--- config.mk ---
export PLATFORM = sky130hd
export DESIGN_NAME = psmp_top
export DESIGN_NICKNAME = d
export VERILOG_FILES = /design/src/hdl/psmp_pkg.sv /design/src/hdl/psmp_crc32.sv /design/src/hdl/psmp_top.sv
export SDC_FILE = /design/constraint.sdc
export NUM_CORES = 2
export LEC_CHECK = 0
export ABC_AREA = 0
export BUFFER_PORTS_ARGS = -buffer_cell sky130_fd_sc_hd__buf_2
export CORE_MARGIN = 3
export CORE_UTILIZATION = 40
export DETAILED_ROUTE_END_ITERATION = 8
export PLACE_DENSITY = 0.54
export RECOVER_POWER = 100
export SETUP_SLACK_MARGIN = 0.1
export SLEW_MARGIN = 5
export SYNTH_ARGS = -nofsm -noshare
export SYNTH_HDL_FRONTEND = slang
export SYNTH_SLANG_ARGS = --single-unit
--- constraint.sdc ---
create_clock -name hclk -period 9.13 [get_ports hclk]
set_input_delay 0.913 -clock hclk [delete_from_list [all_inputs] [get_ports hclk]]
set_output_delay 0.913 -clock hclk [all_outputs]
set_load 0.01 [all_outputs]
--- src/hdl/psmp_pkg.sv ---
// package: constants, types and helpers for the program stream map parser
// Notes on behaviour
// - A map packet opens with the 24-bit start prefix 0x000001, which with the next byte marks a new packet.
// - The byte after the prefix must be 0xBC for the packet to be taken as a map.
// - A 16-bit map length follows and counts the bytes after it; it never exceeds 1018.
// - A one-bit flag set to one marks the map as in force now, cleared marks it as the next one; current and pending tables are kept apart.
// - The version is that of the map in force when the flag is one and of the next map when it is zero.
// - After the length come the flag, two reserved bits, the version, seven reserved bits and a marker bit that reads one.
// - A 16-bit program information length follows and gives exactly how many descriptor bytes to skip.
// - After those descriptors a 16-bit field gives the byte total of all stream entries, which are looped until used up.
// - Each entry is a stream type byte, a carrying stream identifier byte, a 16-bit descriptor length and that many bytes.
// - Stream type 0x00 is reserved, 0x01 to 0x0E assigned, 0x0F-0x7F reserved and 0x80-0xFF user private.
// - Types 0x01 and 0x02 are video, 0x03 and 0x04 audio, 0x05 private sections, 0x06 private data, 0x07 to 0x0D other assigned.
// - Type 0x0E is an auxiliary stream for system data such as directory or map information.
// - The carrying stream identifier names the identifier byte of the packets that carry the stream and is recorded for routing.
// - The packet ends in a 32-bit check value that leaves the CRC registers at zero; a nonzero result is flagged.
package psmp_pkg;

  // stream syntax
  localparam logic [23:0] START_PREFIX  = 24'h00_0001;
  localparam logic [7:0]  MAP_PACKET_ID = 8'hbc;
  localparam logic [15:0] MAX_MAP_LEN   = 16'h03fa;
  localparam logic [15:0] ESML_BYTES    = 16'h0002;
  localparam logic [15:0] CRC_BYTES     = 16'h0004;
  localparam logic [15:0] ES_HDR_BYTES  = 16'h0004;
  localparam int          CN_POS        = 7;
  localparam int          VER_W         = 5;
  localparam int          MARKER_POS    = 0;

  // crc
  localparam logic [31:0] CRC_POLY = 32'h04c1_1db7;
  localparam logic [31:0] CRC_INIT = 32'hffff_ffff;

  // table storage
  localparam int TBL_DEPTH = 16;
  localparam int TBL_IDX_W = 4;
  localparam int CNT_W     = 5;
  localparam logic [CNT_W-1:0] TBL_FULL = 5'h10;

  // register byte offsets on the bus
  localparam logic [7:0] OFF_CTRL     = 8'h00;
  localparam logic [7:0] OFF_STATUS   = 8'h04;
  localparam logic [7:0] OFF_COUNT    = 8'h08;
  localparam logic [7:0] OFF_IRQ_STAT = 8'h0c;
  localparam logic [7:0] OFF_IRQ_CLR  = 8'h10;
  localparam logic [7:0] OFF_IRQ_EN   = 8'h14;
  localparam logic [7:0] OFF_ERR      = 8'h18;
  localparam logic [7:0] OFF_TBL_SEL  = 8'h1c;
  localparam logic [7:0] OFF_TBL_DATA = 8'h20;

  // field positions
  localparam int CTRL_EN_POS    = 0;
  localparam int ST_CUR_VALID   = 0;
  localparam int ST_PEND_VALID  = 1;
  localparam int ST_BUSY        = 2;
  localparam int ST_OVF         = 3;
  localparam int ST_CUR_VER_LSB = 8;
  localparam int ST_PND_VER_LSB = 16;
  localparam int CNT_PEND_LSB   = 8;
  localparam int SEL_BANK_POS   = 8;
  localparam int DATA_ID_LSB    = 8;
  localparam int DATA_CLS_LSB   = 16;
  localparam int IRQ_DONE       = 0;
  localparam int IRQ_ERR        = 1;
  localparam int IRQ_VER        = 2;
  localparam int IRQ_W          = 3;
  localparam int ERR_MARKER     = 0;
  localparam int ERR_LEN        = 1;
  localparam int ERR_LOOP       = 2;
  localparam int ERR_CRC        = 3;
  localparam int ERR_W          = 4;

  // reset values and the word transfer size
  localparam logic             CTRL_EN_RST = 1'h1;
  localparam logic [IRQ_W-1:0] IRQ_EN_RST  = 3'h0;
  localparam logic [2:0]       HSIZE_WORD  = 3'h2;

  typedef enum logic [2:0] {
    CLS_RESERVED = 3'b000,
    CLS_VIDEO    = 3'b001,
    CLS_AUDIO    = 3'b010,
    CLS_PRIV_SEC = 3'b011,
    CLS_PRIV_DAT = 3'b100,
    CLS_ASSIGNED = 3'b101,
    CLS_AUX      = 3'b110,
    CLS_USER     = 3'b111
  } psmp_class_e;

  typedef enum logic [3:0] {
    ST_SYNC    = 4'b0000,
    ST_LEN_HI  = 4'b0001,
    ST_LEN_LO  = 4'b0010,
    ST_HDR0    = 4'b0011,
    ST_HDR1    = 4'b0100,
    ST_PIL_HI  = 4'b0101,
    ST_PIL_LO  = 4'b0110,
    ST_PDESC   = 4'b0111,
    ST_ESML_HI = 4'b1000,
    ST_ESML_LO = 4'b1001,
    ST_ES_TYPE = 4'b1010,
    ST_ES_ID   = 4'b1011,
    ST_ESIL_HI = 4'b1100,
    ST_ESIL_LO = 4'b1101,
    ST_ES_DESC = 4'b1110,
    ST_CRC     = 4'b1111
  } psmp_state_e;

  typedef struct packed {
    logic [7:0]  stype;
    logic [7:0]  carrying_stream_identifier;
    psmp_class_e sclass;
  } psmp_entry_s;

  function automatic psmp_class_e psmp_classify(input logic [7:0] t);
    psmp_class_e c;
    c = CLS_RESERVED;
    if (t[7]) c = CLS_USER;
    else if (t == 8'h01 || t == 8'h02) c = CLS_VIDEO;
    else if (t == 8'h03 || t == 8'h04) c = CLS_AUDIO;
    else if (t == 8'h05) c = CLS_PRIV_SEC;
    else if (t == 8'h06) c = CLS_PRIV_DAT;
    else if (t >= 8'h07 && t <= 8'h0d) c = CLS_ASSIGNED;
    else if (t == 8'h0e) c = CLS_AUX;
    return c;
  endfunction : psmp_classify

  function automatic logic [31:0] psmp_crc_step(input logic [31:0] c, input logic [7:0] b);
    logic [31:0] r;
    r = c;
    for (int i = 7; i >= 0; i--) begin
      r = (r[31] ^ b[i]) ? ({r[30:0], 1'b0} ^ CRC_POLY) : {r[30:0], 1'b0};
    end
    return r;
  endfunction : psmp_crc_step

  // crc state once prefix and identifier have gone through
  localparam logic [31:0] CRC_PRESET = psmp_crc_step(psmp_crc_step(psmp_crc_step(
    psmp_crc_step(CRC_INIT, 8'h00), 8'h00), 8'h01), MAP_PACKET_ID);

endpackage : psmp_pkg

--- src/hdl/psmp_crc32.sv ---
// module: byte-wide crc engine for the map check value
`timescale 1ns/10ps
`default_nettype none
module psmp_crc32 (
  input  wire logic       hclk,
  input  wire logic       hresetn,
  input  wire logic       load,
  input  wire logic       en,
  input  wire logic [7:0] data,
  output logic            residue_zero
);
  logic [31:0] crc_q;
  logic [31:0] crc_d;

  assign crc_d        = psmp_pkg::psmp_crc_step(crc_q, data);
  // looks ahead so the last byte can be judged in its own cycle
  assign residue_zero = (crc_d == 32'h0000_0000);

  always_ff @(posedge hclk or negedge hresetn) begin
    if (!hresetn) begin
      crc_q <= psmp_pkg::CRC_INIT;
    end else if (load) begin
      crc_q <= psmp_pkg::CRC_PRESET;
    end else if (en) begin
      crc_q <= crc_d;
    end
  end
endmodule : psmp_crc32
`default_nettype wire

--- src/hdl/psmp_top.sv ---
// module: map packet parser with table store and bus slave
//
// The implementer's own choices: the address map and the AHB-Lite interface to the registers.
`timescale 1ns/10ps
`default_nettype none
module psmp_top (
  input  wire logic                  hclk,
  input  wire logic                  hresetn,
  input  wire logic                  hsel,
  input  wire logic [7:0]            haddr,
  input  wire logic [1:0]            htrans,
  input  wire logic                  hwrite,
  input  wire logic [2:0]            hsize,
  input  wire logic [31:0]           hwdata,
  input  wire logic                  hready,
  output logic                       hreadyout,
  output logic                       hresp,
  output logic [31:0]                hrdata,
  input  wire logic                  in_valid,
  input  wire logic [7:0]            in_data,
  output logic                       ent_valid,
  output psmp_pkg::psmp_entry_s      ent,
  output logic                       ent_current,
  output logic                       map_done,
  output logic                       map_error,
  output logic                       irq
);
  localparam int IW = psmp_pkg::IRQ_W;
  localparam int EW = psmp_pkg::ERR_W;
  localparam int CW = psmp_pkg::CNT_W;
  localparam int VW = psmp_pkg::VER_W;
  localparam int DP = psmp_pkg::TBL_DEPTH;

  psmp_pkg::psmp_state_e state_q;
  psmp_pkg::psmp_state_e state_d;
  logic [23:0]           hist_q;
  logic [15:0]           rem_q;
  logic [15:0]           loop_q;
  logic [15:0]           esrem_q;
  logic                  cn_q;
  logic [VW-1:0]         ver_q;
  logic [7:0]            stype_q;
  logic [7:0]            carrier_q;
  logic [15:0]           field16;
  logic [15:0]           rem_left;
  logic [15:0]           es_left;
  logic                  counting;
  logic                  start;
  logic                  residue_zero;
  logic [EW-1:0]         fail;
  logic                  push;
  logic                  finish;
  logic                  commit;
  logic                  ver_ev;
  psmp_pkg::psmp_entry_s entry;

  psmp_pkg::psmp_entry_s work_q [DP];
  psmp_pkg::psmp_entry_s cur_tbl_q [DP];
  psmp_pkg::psmp_entry_s pend_tbl_q [DP];
  logic [CW-1:0]         wcnt_q;
  logic                  wovf_q;
  logic [CW-1:0]         cur_cnt_q;
  logic [CW-1:0]         pend_cnt_q;
  logic [VW-1:0]         cur_ver_q;
  logic [VW-1:0]         pend_ver_q;
  logic                  cur_valid_q;
  logic                  pend_valid_q;
  logic                  ovf_q;

  logic                  ctrl_en_q;
  logic [IW-1:0]         irq_en_q;
  logic [IW-1:0]         irq_stat_q;
  logic [IW-1:0]         irq_stat_d;
  logic [IW-1:0]         irq_clr;
  logic [EW-1:0]         err_q;
  logic [EW-1:0]         err_clr;
  logic [psmp_pkg::TBL_IDX_W-1:0] sel_idx_q;
  logic                  sel_bank_q;
  psmp_pkg::psmp_entry_s tbl_rd;
  logic                  take;
  logic                  wr_q;
  logic [7:0]            waddr_q;
  logic [31:0]           rdata;

  // byte-level decode
  assign field16  = {hist_q[7:0], in_data};
  assign rem_left = rem_q - 16'h0001;
  assign es_left  = esrem_q - 16'h0001;
  assign counting = (state_q != psmp_pkg::ST_SYNC) && (state_q != psmp_pkg::ST_LEN_HI)
                    && (state_q != psmp_pkg::ST_LEN_LO);
  assign start    = in_valid && (state_q == psmp_pkg::ST_SYNC) && ctrl_en_q
                    && (hist_q == psmp_pkg::START_PREFIX)
                    && (in_data == psmp_pkg::MAP_PACKET_ID);
  assign entry    = '{stype: stype_q, carrying_stream_identifier: carrier_q,
                      sclass: psmp_pkg::psmp_classify(stype_q)};
  assign commit   = finish && (fail == '0);
  assign ver_ev   = commit && cn_q && cur_valid_q && (ver_q != cur_ver_q);

  psmp_crc32 u_crc (
    .hclk         (hclk),
    .hresetn      (hresetn),
    .load         (start),
    .en           (in_valid && (state_q != psmp_pkg::ST_SYNC)),
    .data         (in_data),
    .residue_zero (residue_zero)
  );

  always_comb begin
    state_d = state_q;
    fail    = '0;
    push    = 1'b0;
    finish  = 1'b0;
    if (in_valid) begin
      unique case (state_q)
        psmp_pkg::ST_SYNC: begin
          if (start) state_d = psmp_pkg::ST_LEN_HI;
        end
        psmp_pkg::ST_LEN_HI: state_d = psmp_pkg::ST_LEN_LO;
        psmp_pkg::ST_LEN_LO: begin
          state_d = psmp_pkg::ST_HDR0;
          if (field16 > psmp_pkg::MAX_MAP_LEN) fail[psmp_pkg::ERR_LEN] = 1'b1;
        end
        psmp_pkg::ST_HDR0: state_d = psmp_pkg::ST_HDR1;
        psmp_pkg::ST_HDR1: begin
          state_d = psmp_pkg::ST_PIL_HI;
          if (!in_data[psmp_pkg::MARKER_POS]) fail[psmp_pkg::ERR_MARKER] = 1'b1;
        end
        psmp_pkg::ST_PIL_HI: state_d = psmp_pkg::ST_PIL_LO;
        psmp_pkg::ST_PIL_LO: begin
          state_d = (field16 == 16'h0000) ? psmp_pkg::ST_ESML_HI : psmp_pkg::ST_PDESC;
          if (17'(field16) + 17'(psmp_pkg::ESML_BYTES + psmp_pkg::CRC_BYTES) > 17'(rem_left))
            fail[psmp_pkg::ERR_LOOP] = 1'b1;
        end
        psmp_pkg::ST_PDESC: begin
          if (loop_q == 16'h0001) state_d = psmp_pkg::ST_ESML_HI;
        end
        psmp_pkg::ST_ESML_HI: state_d = psmp_pkg::ST_ESML_LO;
        psmp_pkg::ST_ESML_LO: begin
          state_d = (field16 == 16'h0000) ? psmp_pkg::ST_CRC : psmp_pkg::ST_ES_TYPE;
          if (17'(field16) + 17'(psmp_pkg::CRC_BYTES) != 17'(rem_left))
            fail[psmp_pkg::ERR_LOOP] = 1'b1;
        end
        psmp_pkg::ST_ES_TYPE: begin
          state_d = psmp_pkg::ST_ES_ID;
          if (esrem_q < psmp_pkg::ES_HDR_BYTES) fail[psmp_pkg::ERR_LOOP] = 1'b1;
        end
        psmp_pkg::ST_ES_ID: state_d = psmp_pkg::ST_ESIL_HI;
        psmp_pkg::ST_ESIL_HI: state_d = psmp_pkg::ST_ESIL_LO;
        psmp_pkg::ST_ESIL_LO: begin
          push = 1'b1;
          if (field16 > es_left) fail[psmp_pkg::ERR_LOOP] = 1'b1;
          if (field16 != 16'h0000) state_d = psmp_pkg::ST_ES_DESC;
          else if (es_left == 16'h0000) state_d = psmp_pkg::ST_CRC;
          else state_d = psmp_pkg::ST_ES_TYPE;
        end
        psmp_pkg::ST_ES_DESC: begin
          if (loop_q == 16'h0001) begin
            state_d = (es_left == 16'h0000) ? psmp_pkg::ST_CRC : psmp_pkg::ST_ES_TYPE;
          end
        end
        psmp_pkg::ST_CRC: begin
          if (rem_q == 16'h0001) begin
            state_d = psmp_pkg::ST_SYNC;
            finish  = 1'b1;
            if (!residue_zero) fail[psmp_pkg::ERR_CRC] = 1'b1;
          end
        end
      endcase
      // a byte past the stated length means the loops disagreed with it
      if (counting && rem_q == 16'h0000) fail[psmp_pkg::ERR_LOOP] = 1'b1;
      if (fail != '0) begin
        state_d = psmp_pkg::ST_SYNC;
        push    = 1'b0;
      end
    end
  end

  always_ff @(posedge hclk or negedge hresetn) begin
    if (!hresetn) begin
      state_q <= psmp_pkg::ST_SYNC;
      hist_q  <= 24'hff_ffff;
    end else begin
      state_q <= state_d;
      if (in_valid) hist_q <= {hist_q[15:0], in_data};
    end
  end

  // field capture and byte counters
  always_ff @(posedge hclk or negedge hresetn) begin
    if (!hresetn) begin
      rem_q     <= 16'h0000;
      loop_q    <= 16'h0000;
      esrem_q   <= 16'h0000;
      cn_q      <= 1'b0;
      ver_q     <= '0;
      stype_q   <= 8'h00;
      carrier_q <= 8'h00;
    end else if (in_valid) begin
      if (counting) rem_q <= rem_left;
      unique case (state_q)
        psmp_pkg::ST_LEN_LO: rem_q <= field16;
        psmp_pkg::ST_HDR0: begin
          cn_q  <= in_data[psmp_pkg::CN_POS];
          ver_q <= in_data[VW-1:0];
        end
        psmp_pkg::ST_PIL_LO: loop_q <= field16;
        psmp_pkg::ST_PDESC: loop_q <= loop_q - 16'h0001;
        psmp_pkg::ST_ESML_LO: esrem_q <= field16;
        psmp_pkg::ST_ES_TYPE: begin
          stype_q <= in_data;
          esrem_q <= es_left;
        end
        psmp_pkg::ST_ES_ID: begin
          carrier_q <= in_data;
          esrem_q   <= es_left;
        end
        psmp_pkg::ST_ESIL_HI: esrem_q <= es_left;
        psmp_pkg::ST_ESIL_LO: begin
          esrem_q <= es_left;
          loop_q  <= field16;
        end
        psmp_pkg::ST_ES_DESC: begin
          esrem_q <= es_left;
          loop_q  <= loop_q - 16'h0001;
        end
        psmp_pkg::ST_SYNC, psmp_pkg::ST_LEN_HI, psmp_pkg::ST_HDR1, psmp_pkg::ST_PIL_HI,
        psmp_pkg::ST_ESML_HI, psmp_pkg::ST_CRC: ;
      endcase
    end
  end

  // working table, discarded unless the packet checks out
  always_ff @(posedge hclk or negedge hresetn) begin
    if (!hresetn) begin
      work_q <= '{default: '0};
      wcnt_q <= '0;
      wovf_q <= 1'b0;
    end else if (start) begin
      wcnt_q <= '0;
      wovf_q <= 1'b0;
    end else if (push) begin
      if (wcnt_q < psmp_pkg::TBL_FULL) begin
        work_q[wcnt_q[psmp_pkg::TBL_IDX_W-1:0]] <= entry;
        wcnt_q <= wcnt_q + 5'h01;
      end else begin
        // entries beyond the table depth are dropped and only set the overflow flag
        wovf_q <= 1'b1;
      end
    end
  end

  // current and pending banks
  always_ff @(posedge hclk or negedge hresetn) begin
    if (!hresetn) begin
      cur_tbl_q    <= '{default: '0};
      pend_tbl_q   <= '{default: '0};
      cur_cnt_q    <= '0;
      pend_cnt_q   <= '0;
      cur_ver_q    <= '0;
      pend_ver_q   <= '0;
      cur_valid_q  <= 1'b0;
      pend_valid_q <= 1'b0;
      ovf_q        <= 1'b0;
    end else if (commit) begin
      ovf_q <= wovf_q;
      if (cn_q) begin
        cur_tbl_q   <= work_q;
        cur_cnt_q   <= wcnt_q;
        cur_ver_q   <= ver_q;
        cur_valid_q <= 1'b1;
        // the pending map has taken effect once it arrives as current
        if (pend_ver_q == ver_q) pend_valid_q <= 1'b0;
      end else begin
        pend_tbl_q   <= work_q;
        pend_cnt_q   <= wcnt_q;
        pend_ver_q   <= ver_q;
        pend_valid_q <= 1'b1;
      end
    end
  end

  // downstream strobes
  always_ff @(posedge hclk or negedge hresetn) begin
    if (!hresetn) begin
      ent_valid   <= 1'b0;
      ent         <= '0;
      ent_current <= 1'b0;
      map_done    <= 1'b0;
      map_error   <= 1'b0;
    end else begin
      ent_valid <= push;
      if (push) begin
        ent         <= entry;
        ent_current <= cn_q;
      end
      map_done  <= commit;
      map_error <= (fail != '0);
    end
  end

  // sticky events; a new event beats a clear in the same cycle
  assign irq_clr    = (wr_q && waddr_q == psmp_pkg::OFF_IRQ_CLR) ? hwdata[IW-1:0] : '0;
  assign err_clr    = (wr_q && waddr_q == psmp_pkg::OFF_ERR) ? hwdata[EW-1:0] : '0;
  assign irq_stat_d = (irq_stat_q & ~irq_clr) | {ver_ev, fail != '0, commit};

  always_ff @(posedge hclk or negedge hresetn) begin
    if (!hresetn) begin
      irq_stat_q <= '0;
      err_q      <= '0;
      irq        <= 1'b0;
    end else begin
      irq_stat_q <= irq_stat_d;
      err_q      <= (err_q & ~err_clr) | fail;
      irq        <= |(irq_stat_d & irq_en_q);
    end
  end

  // bus slave: zero wait states, reads answered in the data phase
  assign take = hsel && htrans[1] && hready;

  always_ff @(posedge hclk or negedge hresetn) begin
    if (!hresetn) begin
      wr_q      <= 1'b0;
      waddr_q   <= 8'h00;
      hrdata    <= 32'h0000_0000;
      hreadyout <= 1'b1;
      hresp     <= 1'b0;
    end else begin
      wr_q      <= take && hwrite && (hsize == psmp_pkg::HSIZE_WORD);
      waddr_q   <= haddr;
      hrdata    <= (take && !hwrite) ? rdata : 32'h0000_0000;
      hreadyout <= 1'b1;
      hresp     <= 1'b0;
    end
  end

  always_ff @(posedge hclk or negedge hresetn) begin
    if (!hresetn) begin
      ctrl_en_q  <= psmp_pkg::CTRL_EN_RST;
      irq_en_q   <= psmp_pkg::IRQ_EN_RST;
      sel_idx_q  <= '0;
      sel_bank_q <= 1'b0;
    end else if (wr_q) begin
      if (waddr_q == psmp_pkg::OFF_CTRL) ctrl_en_q <= hwdata[psmp_pkg::CTRL_EN_POS];
      if (waddr_q == psmp_pkg::OFF_IRQ_EN) irq_en_q <= hwdata[IW-1:0];
      if (waddr_q == psmp_pkg::OFF_TBL_SEL) begin
        sel_idx_q  <= hwdata[psmp_pkg::TBL_IDX_W-1:0];
        sel_bank_q <= hwdata[psmp_pkg::SEL_BANK_POS];
      end
    end
  end

  assign tbl_rd = sel_bank_q ? pend_tbl_q[sel_idx_q] : cur_tbl_q[sel_idx_q];

  always_comb begin
    rdata = 32'h0000_0000;
    case (haddr)
      psmp_pkg::OFF_CTRL: rdata[psmp_pkg::CTRL_EN_POS] = ctrl_en_q;
      psmp_pkg::OFF_STATUS: begin
        rdata[psmp_pkg::ST_CUR_VALID]             = cur_valid_q;
        rdata[psmp_pkg::ST_PEND_VALID]            = pend_valid_q;
        rdata[psmp_pkg::ST_BUSY]                  = (state_q != psmp_pkg::ST_SYNC);
        rdata[psmp_pkg::ST_OVF]                   = ovf_q;
        rdata[psmp_pkg::ST_CUR_VER_LSB +: VW]     = cur_ver_q;
        rdata[psmp_pkg::ST_PND_VER_LSB +: VW]     = pend_ver_q;
      end
      psmp_pkg::OFF_COUNT: begin
        rdata[CW-1:0]                             = cur_cnt_q;
        rdata[psmp_pkg::CNT_PEND_LSB +: CW]       = pend_cnt_q;
      end
      psmp_pkg::OFF_IRQ_STAT: rdata[IW-1:0] = irq_stat_q;
      psmp_pkg::OFF_IRQ_EN: rdata[IW-1:0]   = irq_en_q;
      psmp_pkg::OFF_ERR: rdata[EW-1:0]      = err_q;
      psmp_pkg::OFF_TBL_SEL: begin
        rdata[psmp_pkg::TBL_IDX_W-1:0]            = sel_idx_q;
        rdata[psmp_pkg::SEL_BANK_POS]             = sel_bank_q;
      end
      psmp_pkg::OFF_TBL_DATA: begin
        rdata[7:0]                                = tbl_rd.stype;
        rdata[psmp_pkg::DATA_ID_LSB +: 8]         = tbl_rd.carrying_stream_identifier;
        rdata[psmp_pkg::DATA_CLS_LSB +: 3]        = tbl_rd.sclass;
      end
      default: ;
    endcase
  end

endmodule : psmp_top
`default_nettype wire

## Word level (Yosys, flattened, before mapping)

Index checks and enable logic that the tools add are counted.

| storage, ports and cells | value |
|---|---|
| bits of input ports | 59 |
| logic and storage cells | 420 |
| output and inout port bits | 58 |
| bits in registers | 1141 |

| operators by class | value |
|---|---|
| reduce and logical (&&, ||, !) cells | 62 |
| multiplexer cells | 86 |
| eq/ne operators | 49 |
| add/sub/neg operators | 6 |
| bitwise operators | 27 |
| magnitude comparators | 10 |

Operators with widths:

| cell | count |
|---|---|
| 304-bit bitwise mux | 1 |
| 27-bit two-way mux | 8 |
| 19-bit binary-select mux with 4-bit select | 2 |
| 19-bit two-way mux | 6 |
| 14-bit inverter | 8 |
| 19-bit demux with 4-bit select | 1 |
| 32-bit two-way mux | 2 |
| 16-bit case mux with 2 select lines | 2 |
| 4-bit case mux with 16 select lines | 1 |
| 8-bit by 5-bit equality test with 1-bit output, second input constant | 7 |
| 16-bit zero test | 3 |
| 16-bit by 1-bit subtractor with 16-bit output, second input constant | 3 |
| 3-bit two-way mux | 13 |
| 16-bit by 3-bit adder with 17-bit output, second input constant | 2 |
| 16-bit by 1-bit equality test with 1-bit output, second input constant | 2 |
| 4-bit equality test, second input constant | 8 |
| 8-bit by 3-bit equality test with 1-bit output, second input constant | 4 |
| 32-bit zero test | 1 |
| 16-bit two-way mux | 2 |
| 4-bit two-way mux | 8 |
| 2-bit AND reduction | 14 |
| 1-bit two-way mux | 27 |
| 24-bit by 1-bit equality test with 1-bit output, second input constant | 1 |
| 8-bit by 4-bit equality test with 1-bit output, second input constant | 3 |
| 59 further kinds | 111 |

## Depth between registers and ports, before layout

| logic depth | value |
|---|---|
| word-level depth | 30 |
| gate-level depth with buffers | 21 |
| mapped depth without buffers | 17 |

## Hierarchy

Synthesis repeated with hierarchy kept, for this count alone.

| second synthesis, totals | value |
|---|---|
| cells, all modules | 4303 |
| area, all modules | 53084.7 um^2 |

By module, submodules not included:

| module | instances | area an instance (um^2) | seq. area each (um^2) | cells each |
|---|---|---|---|---|
| psmp_top | 1 | 50617.3 | 27782.9 | 4071 |
| psmp_crc32 | 1 | 2467.4 | 840.8 | 232 |

## Worst setup path before layout

No wires, ideal clock.

| path | value |
|---|---|
| kind | input port to flip-flop |
| start | input in_data[2] |
| end | register work_q[64] (netlist name) |
| path buffers | 3 |
| arrival | 4.790 ns |
| stages | 18 |
| data required time | 9.002 ns |
| setup slack | 4.212 ns |
| library setup time | 0.128 ns |
| path through | clkbuf_1 -> inv_1 -> ha_1 -> a21oi_1 -> nand2b_1 -> nor2_1 -> xor2_1 -> ha_1 -> a21o_1 -> a21o_1 -> or3_1 -> o21ai_0 -> nand3_2 -> nor3_4 -> buf_6 -> nand4_4 -> buf_4 -> mux2_1 |

| between the ends | value |
|---|---|
| word-level cells in the longest chain between the ends | 15 |
| elaborated cells on any way between the ends | 33 |
| those cells by class | add/sub: 2; order compare: 3; eq/ne: 2; mux: 18; bitwise: 4; reduce/logical: 4 |

Ends and longest elaborated chain:

| item | RTL line | source |
|---|---|---|
| start, declared | psmp_top.sv:20 | `input wire logic [7:0] in_data,` |
| branches (longest 14 deep; another with 16-bit by 3-bit adder with 17-bit output) | n/a |  |
| 3-bit AND reduction (no source line) (*) | n/a |  |
| end signal, assigned by index | psmp_top.sv:243 | `work_q[wcnt_q[psmp_pkg::TBL_IDX_W-1:0]] <= entry;` |
| end, declared | psmp_top.sv:57 | `psmp_pkg::psmp_entry_s work_q [DP];` |

Every way passes the cells marked *. The select of a mux whose other input is x is not followed.
A chain may end at the register's enable or synchronous reset.

## Worst setup path after layout

| path | value |
|---|---|
| start | input in_data[6] |
| end | register work_q[130] (netlist name) |

| between the ends | value |
|---|---|
| word-level cells in the longest chain between the ends | 21 |
| elaborated cells on any way between the ends | 42 |
| those cells by class | add/sub: 2; order compare: 3; eq/ne: 2; mux: 22; bitwise: 9; reduce/logical: 4 |

Ends and longest elaborated chain:

| item |
|---|
| branches (longest 20 deep; another with 16-bit by 3-bit adder with 17-bit output) |
| 3-bit AND reduction (no source line) (*) |

Marks and branches as above.

==> flow_summary.yaml <==
sta:
  worst_clock_skew_ns: 0.0229
  worst_hold_slack_ns: 0.320
  max_freq_mhz: 133
  hold_viol: 0
  max_slew.worst_pin.slew_ns: 4.95
  period_minus_slack_ns: 7.53
  rsz0062_at_grt: "no"
  min_period_over_period_pct: 82.5
  tns_ns: 0
  finalSetupViolCount: 0
  maxSlewViolCount: 914
  slew_headroom_pct: -230
die:
  initial_core_util_pct: 40.4
  die_y_um: 368
  die_w_um: 368
  row_count: 132
  core_um2: 130000
  pin_count: 117
  die_area_um2: 136000
placed_design:
  hpwl_um: 75600
  gp_congestion: 0.814
  portBuffers: 75
min_path:
  hold_class: "input pin to register"
critical_path:
  critPathLaunchType: "input pin"
  cp_top_family: "simple AND/OR/NAND/NOR gates"
  path_max_fanout: 19
  cpPeakStageDelay_ns: 1.07
  crit_arrival_ns: 8.14
  cp_common_cell: "clkbuf_1"
  critPathBufInv: 3
  crit_slowest_cell: "clkbuf_1"
  crit_type: "input pin to register"
  critical_path_required_ns: 9.74
  cp_cell_sequence: "clkbuf_1 -> xnor2_1 -> buf_4 -> xnor2_2 -> ha_1 -> nand2_1 -> or4b_1 -> a2111oi_0 -> o2111a_1 -> o31ai_2 -> nor3_4 -> clkbuf_1 -> nand3_4 -> mux2_1"
  critPathCaptureType: "register"
drt:
  drtAntennaViolNets: 0
  drc: 0
  drt_iter0_drc: 1799
  via_per_inst: 5.48
  vias: 30046
  avgRoutedWirePerCell_um: 23.6
  firstDrtPassIters: 6
  wl_um: 130000
yosys:
  ys_warn_count: 0
  synth_edf_count: 0
  avgSynthCellArea_um2: 14.4
  netlist_top_cells_area: "dfrtp_1 (52%), mux2_2 (19%), mux4_2 (8.2%), mux2_1 (3.0%), dfstp_2 (2.9%)"
  ys_seq_area_share_pct: 54.5
  synthArstFlopShare_pct: 100
  yosysTopAreaCell: "dfrtp_1"
  ys_types: 85
  synth_cells: 3646
  synth_top_cell_area_share_pct: 51.7
  syn_area_um2: 52500
  synth_ff_type: "dfrtp_1"
  synth-seq-cells: 1141
layout:
  register_area_um2: 28600
  multi_input_area_um2: 22600
  nFillCells: 11829
  area_delta_synth_final_pct: 11.6
  final_nets: 3746
  drive_gt1_share_pct: 38.0
cts:
  cts_buffers: 131
  cts_buffer_depth: 3
  clkLatencyLatePin_ns: 0.75
  h-tree-depth: 4
  clock-sinks: 1141
  ctsResizeCount: 0
  cts_tree: "yes"
  clock-root-buffer: "clkbuf_16"
  clk_pin_slew_ns: 0.06
  cts_setup_buffers: 0
  ctsHoldBuffers: 0
grt:
  grt_usage_pct: 19.5
  antenna_found_initial: 11
  grt_max_degree: 167
  grt_pass1_vias: 31529
  grt_pass1_wl_um: 203000
  grt.overflow.total: 0
power_and_ir_drop:
  powerDensity_nw_per_um2: 222
  total_power_mw: 13.0
  p_leak_nw: 27.4
  irDropWorstVdd_uv: 273
run:
  drv_cap: 19
status:
  status: "finished, violations left"
  violations: "max-capacitance violations, max-slew violations"
-- cell type report --
cell class                      count  share of cell area [%]
Timing Repair Buffer              116                    1.20
Multi-Input combinational cell   2218                    38.6
Clock buffer                      188                    6.54
Clock inverter                     45                   0.788
Antenna cell                        2                 0.00855
Tap cell                         1742                    3.72
Sequential cell                  1141                    48.9
Inverter                           33                   0.212
-- path summary, 6_finish.rpt --
| kind | startpoint | endpoint | slack [ns] | cells after the start |
|---|---|---|---|---|
| min in group asynchronous | hresetn | work_q[266] | 1.94 | 1 |
| max in group asynchronous | hresetn | work_q[7] | 2.61 | 3 |
| worst min-delay path | haddr[0] | waddr_q[0] | 0.32 | 1 |
| worst max register to register | esrem_q[0] | work_q[130] | 1.97 | 18 |
| worst min register to register | u_crc.crc_q[20] | u_crc.crc_q[20] | 0.48 | 2 |
| worst max-delay path | in_data[6] | work_q[130] | 1.60 | 14 |
-- worst reg2reg max path, cell delays in order, from the launching register on --
cell and delay (ns):
dfrtp_1 0.43, inv_1 0.10, ha_1 0.24, or3b_2 0.55, nand3b_1 0.31, nor3_1 0.29
xnor2_1 0.12, ha_1 0.30, nand4_1 0.12, nand2b_1 0.16, nor3_1 0.35, a2111oi_0 0.16
o21ai_0 0.17, o2111a_1 0.28, nand3_1 0.36, nor3_4 0.90, clkbuf_1 0.74, nand3_4 0.84
mux2_1 0.61
-- through the flow --
step	worst slack [ns]	instance area, µm²	instances	utilization, %
2_1_floorplan	4.21	52500	3657	-
3_3_place_gp	1.99	54500	5250	42.0
3_5_place_dp	2.04	54500	5250	42.0
4_1_cts	2.67	58800	5483	45.3
5_1_grt	1.17	58600	5483	45.1
6_report	1.60	58600	5485	45.1
-- routing by layer --
layer  share of wire (%)  vias to the layer above  global-route usage, %
li1                    -                    13404                      -
met1                  47                    16031                   27.8
met2                  48                      461                   31.5
met3                 3.6                      150                   3.09
met4                 1.6                        0                   4.49
met5                   0                        -                      0
-- Yosys cell counts (57+ instances only) --
library cell	instances
dfrtp_1	1084
mux2_2	867
mux4_2	190
mux2_1	139
clkbuf_1	125
nor2_1	123
nand2_1	102
a21oi_1	93
xnor2_1	88
buf_2	86
o21ai_0	82
nor3_1	72
dfstp_2	57
-- power by group --
group / leakage, nW / switching, mW / internal (mW)
combinational: 9.72 / 1.22 / 0.946
clock: 2.12 / 2.14 / 3.09
sequential: 15.6 / 0.274 / 5.32
-- cells by family after synthesis --
group	synth area share [%]
buffers and inverters	2.47
flip-flops	54.5
adder cells (fa/ha/maj)	1.12
other	0.0143
XOR/XNOR	3.07
multiplexers	30.2
AO/OA/AOI/OAI	3.42
AND/OR/NAND/NOR	5.20
-- flip-flops by register name, summed over array words and instances, names as in the netlist, 4 cells and up --
signal	cells
ver_q	5
pend_cnt_q	5
waddr_q	8
err_q	4
u_crc.crc_q	32
rem_q	16
wcnt_q	5
pend_ver_q	5
stype_q	8
cur_ver_q	5
state_q	4
cur_cnt_q	5
pend_tbl_q	304
loop_q	16
carrier_q	8
cur_tbl_q	304
ent	19
sel_idx_q	4
hist_q	24
hrdata	21
work_q	304
esrem_q	16
-- layout by cell type (no fill, tap or decap), drive strengths merged, types with 57 or more instances in the layout --
cell    instances
a21oi          93
clkbuf        259
dfrtp        1084
dfstp          57
mux2         1006
mux4          190
nand2         102
nor2          123
nor3           75
o21ai          83
xnor2          98
(Power assumes the default switching activity.)
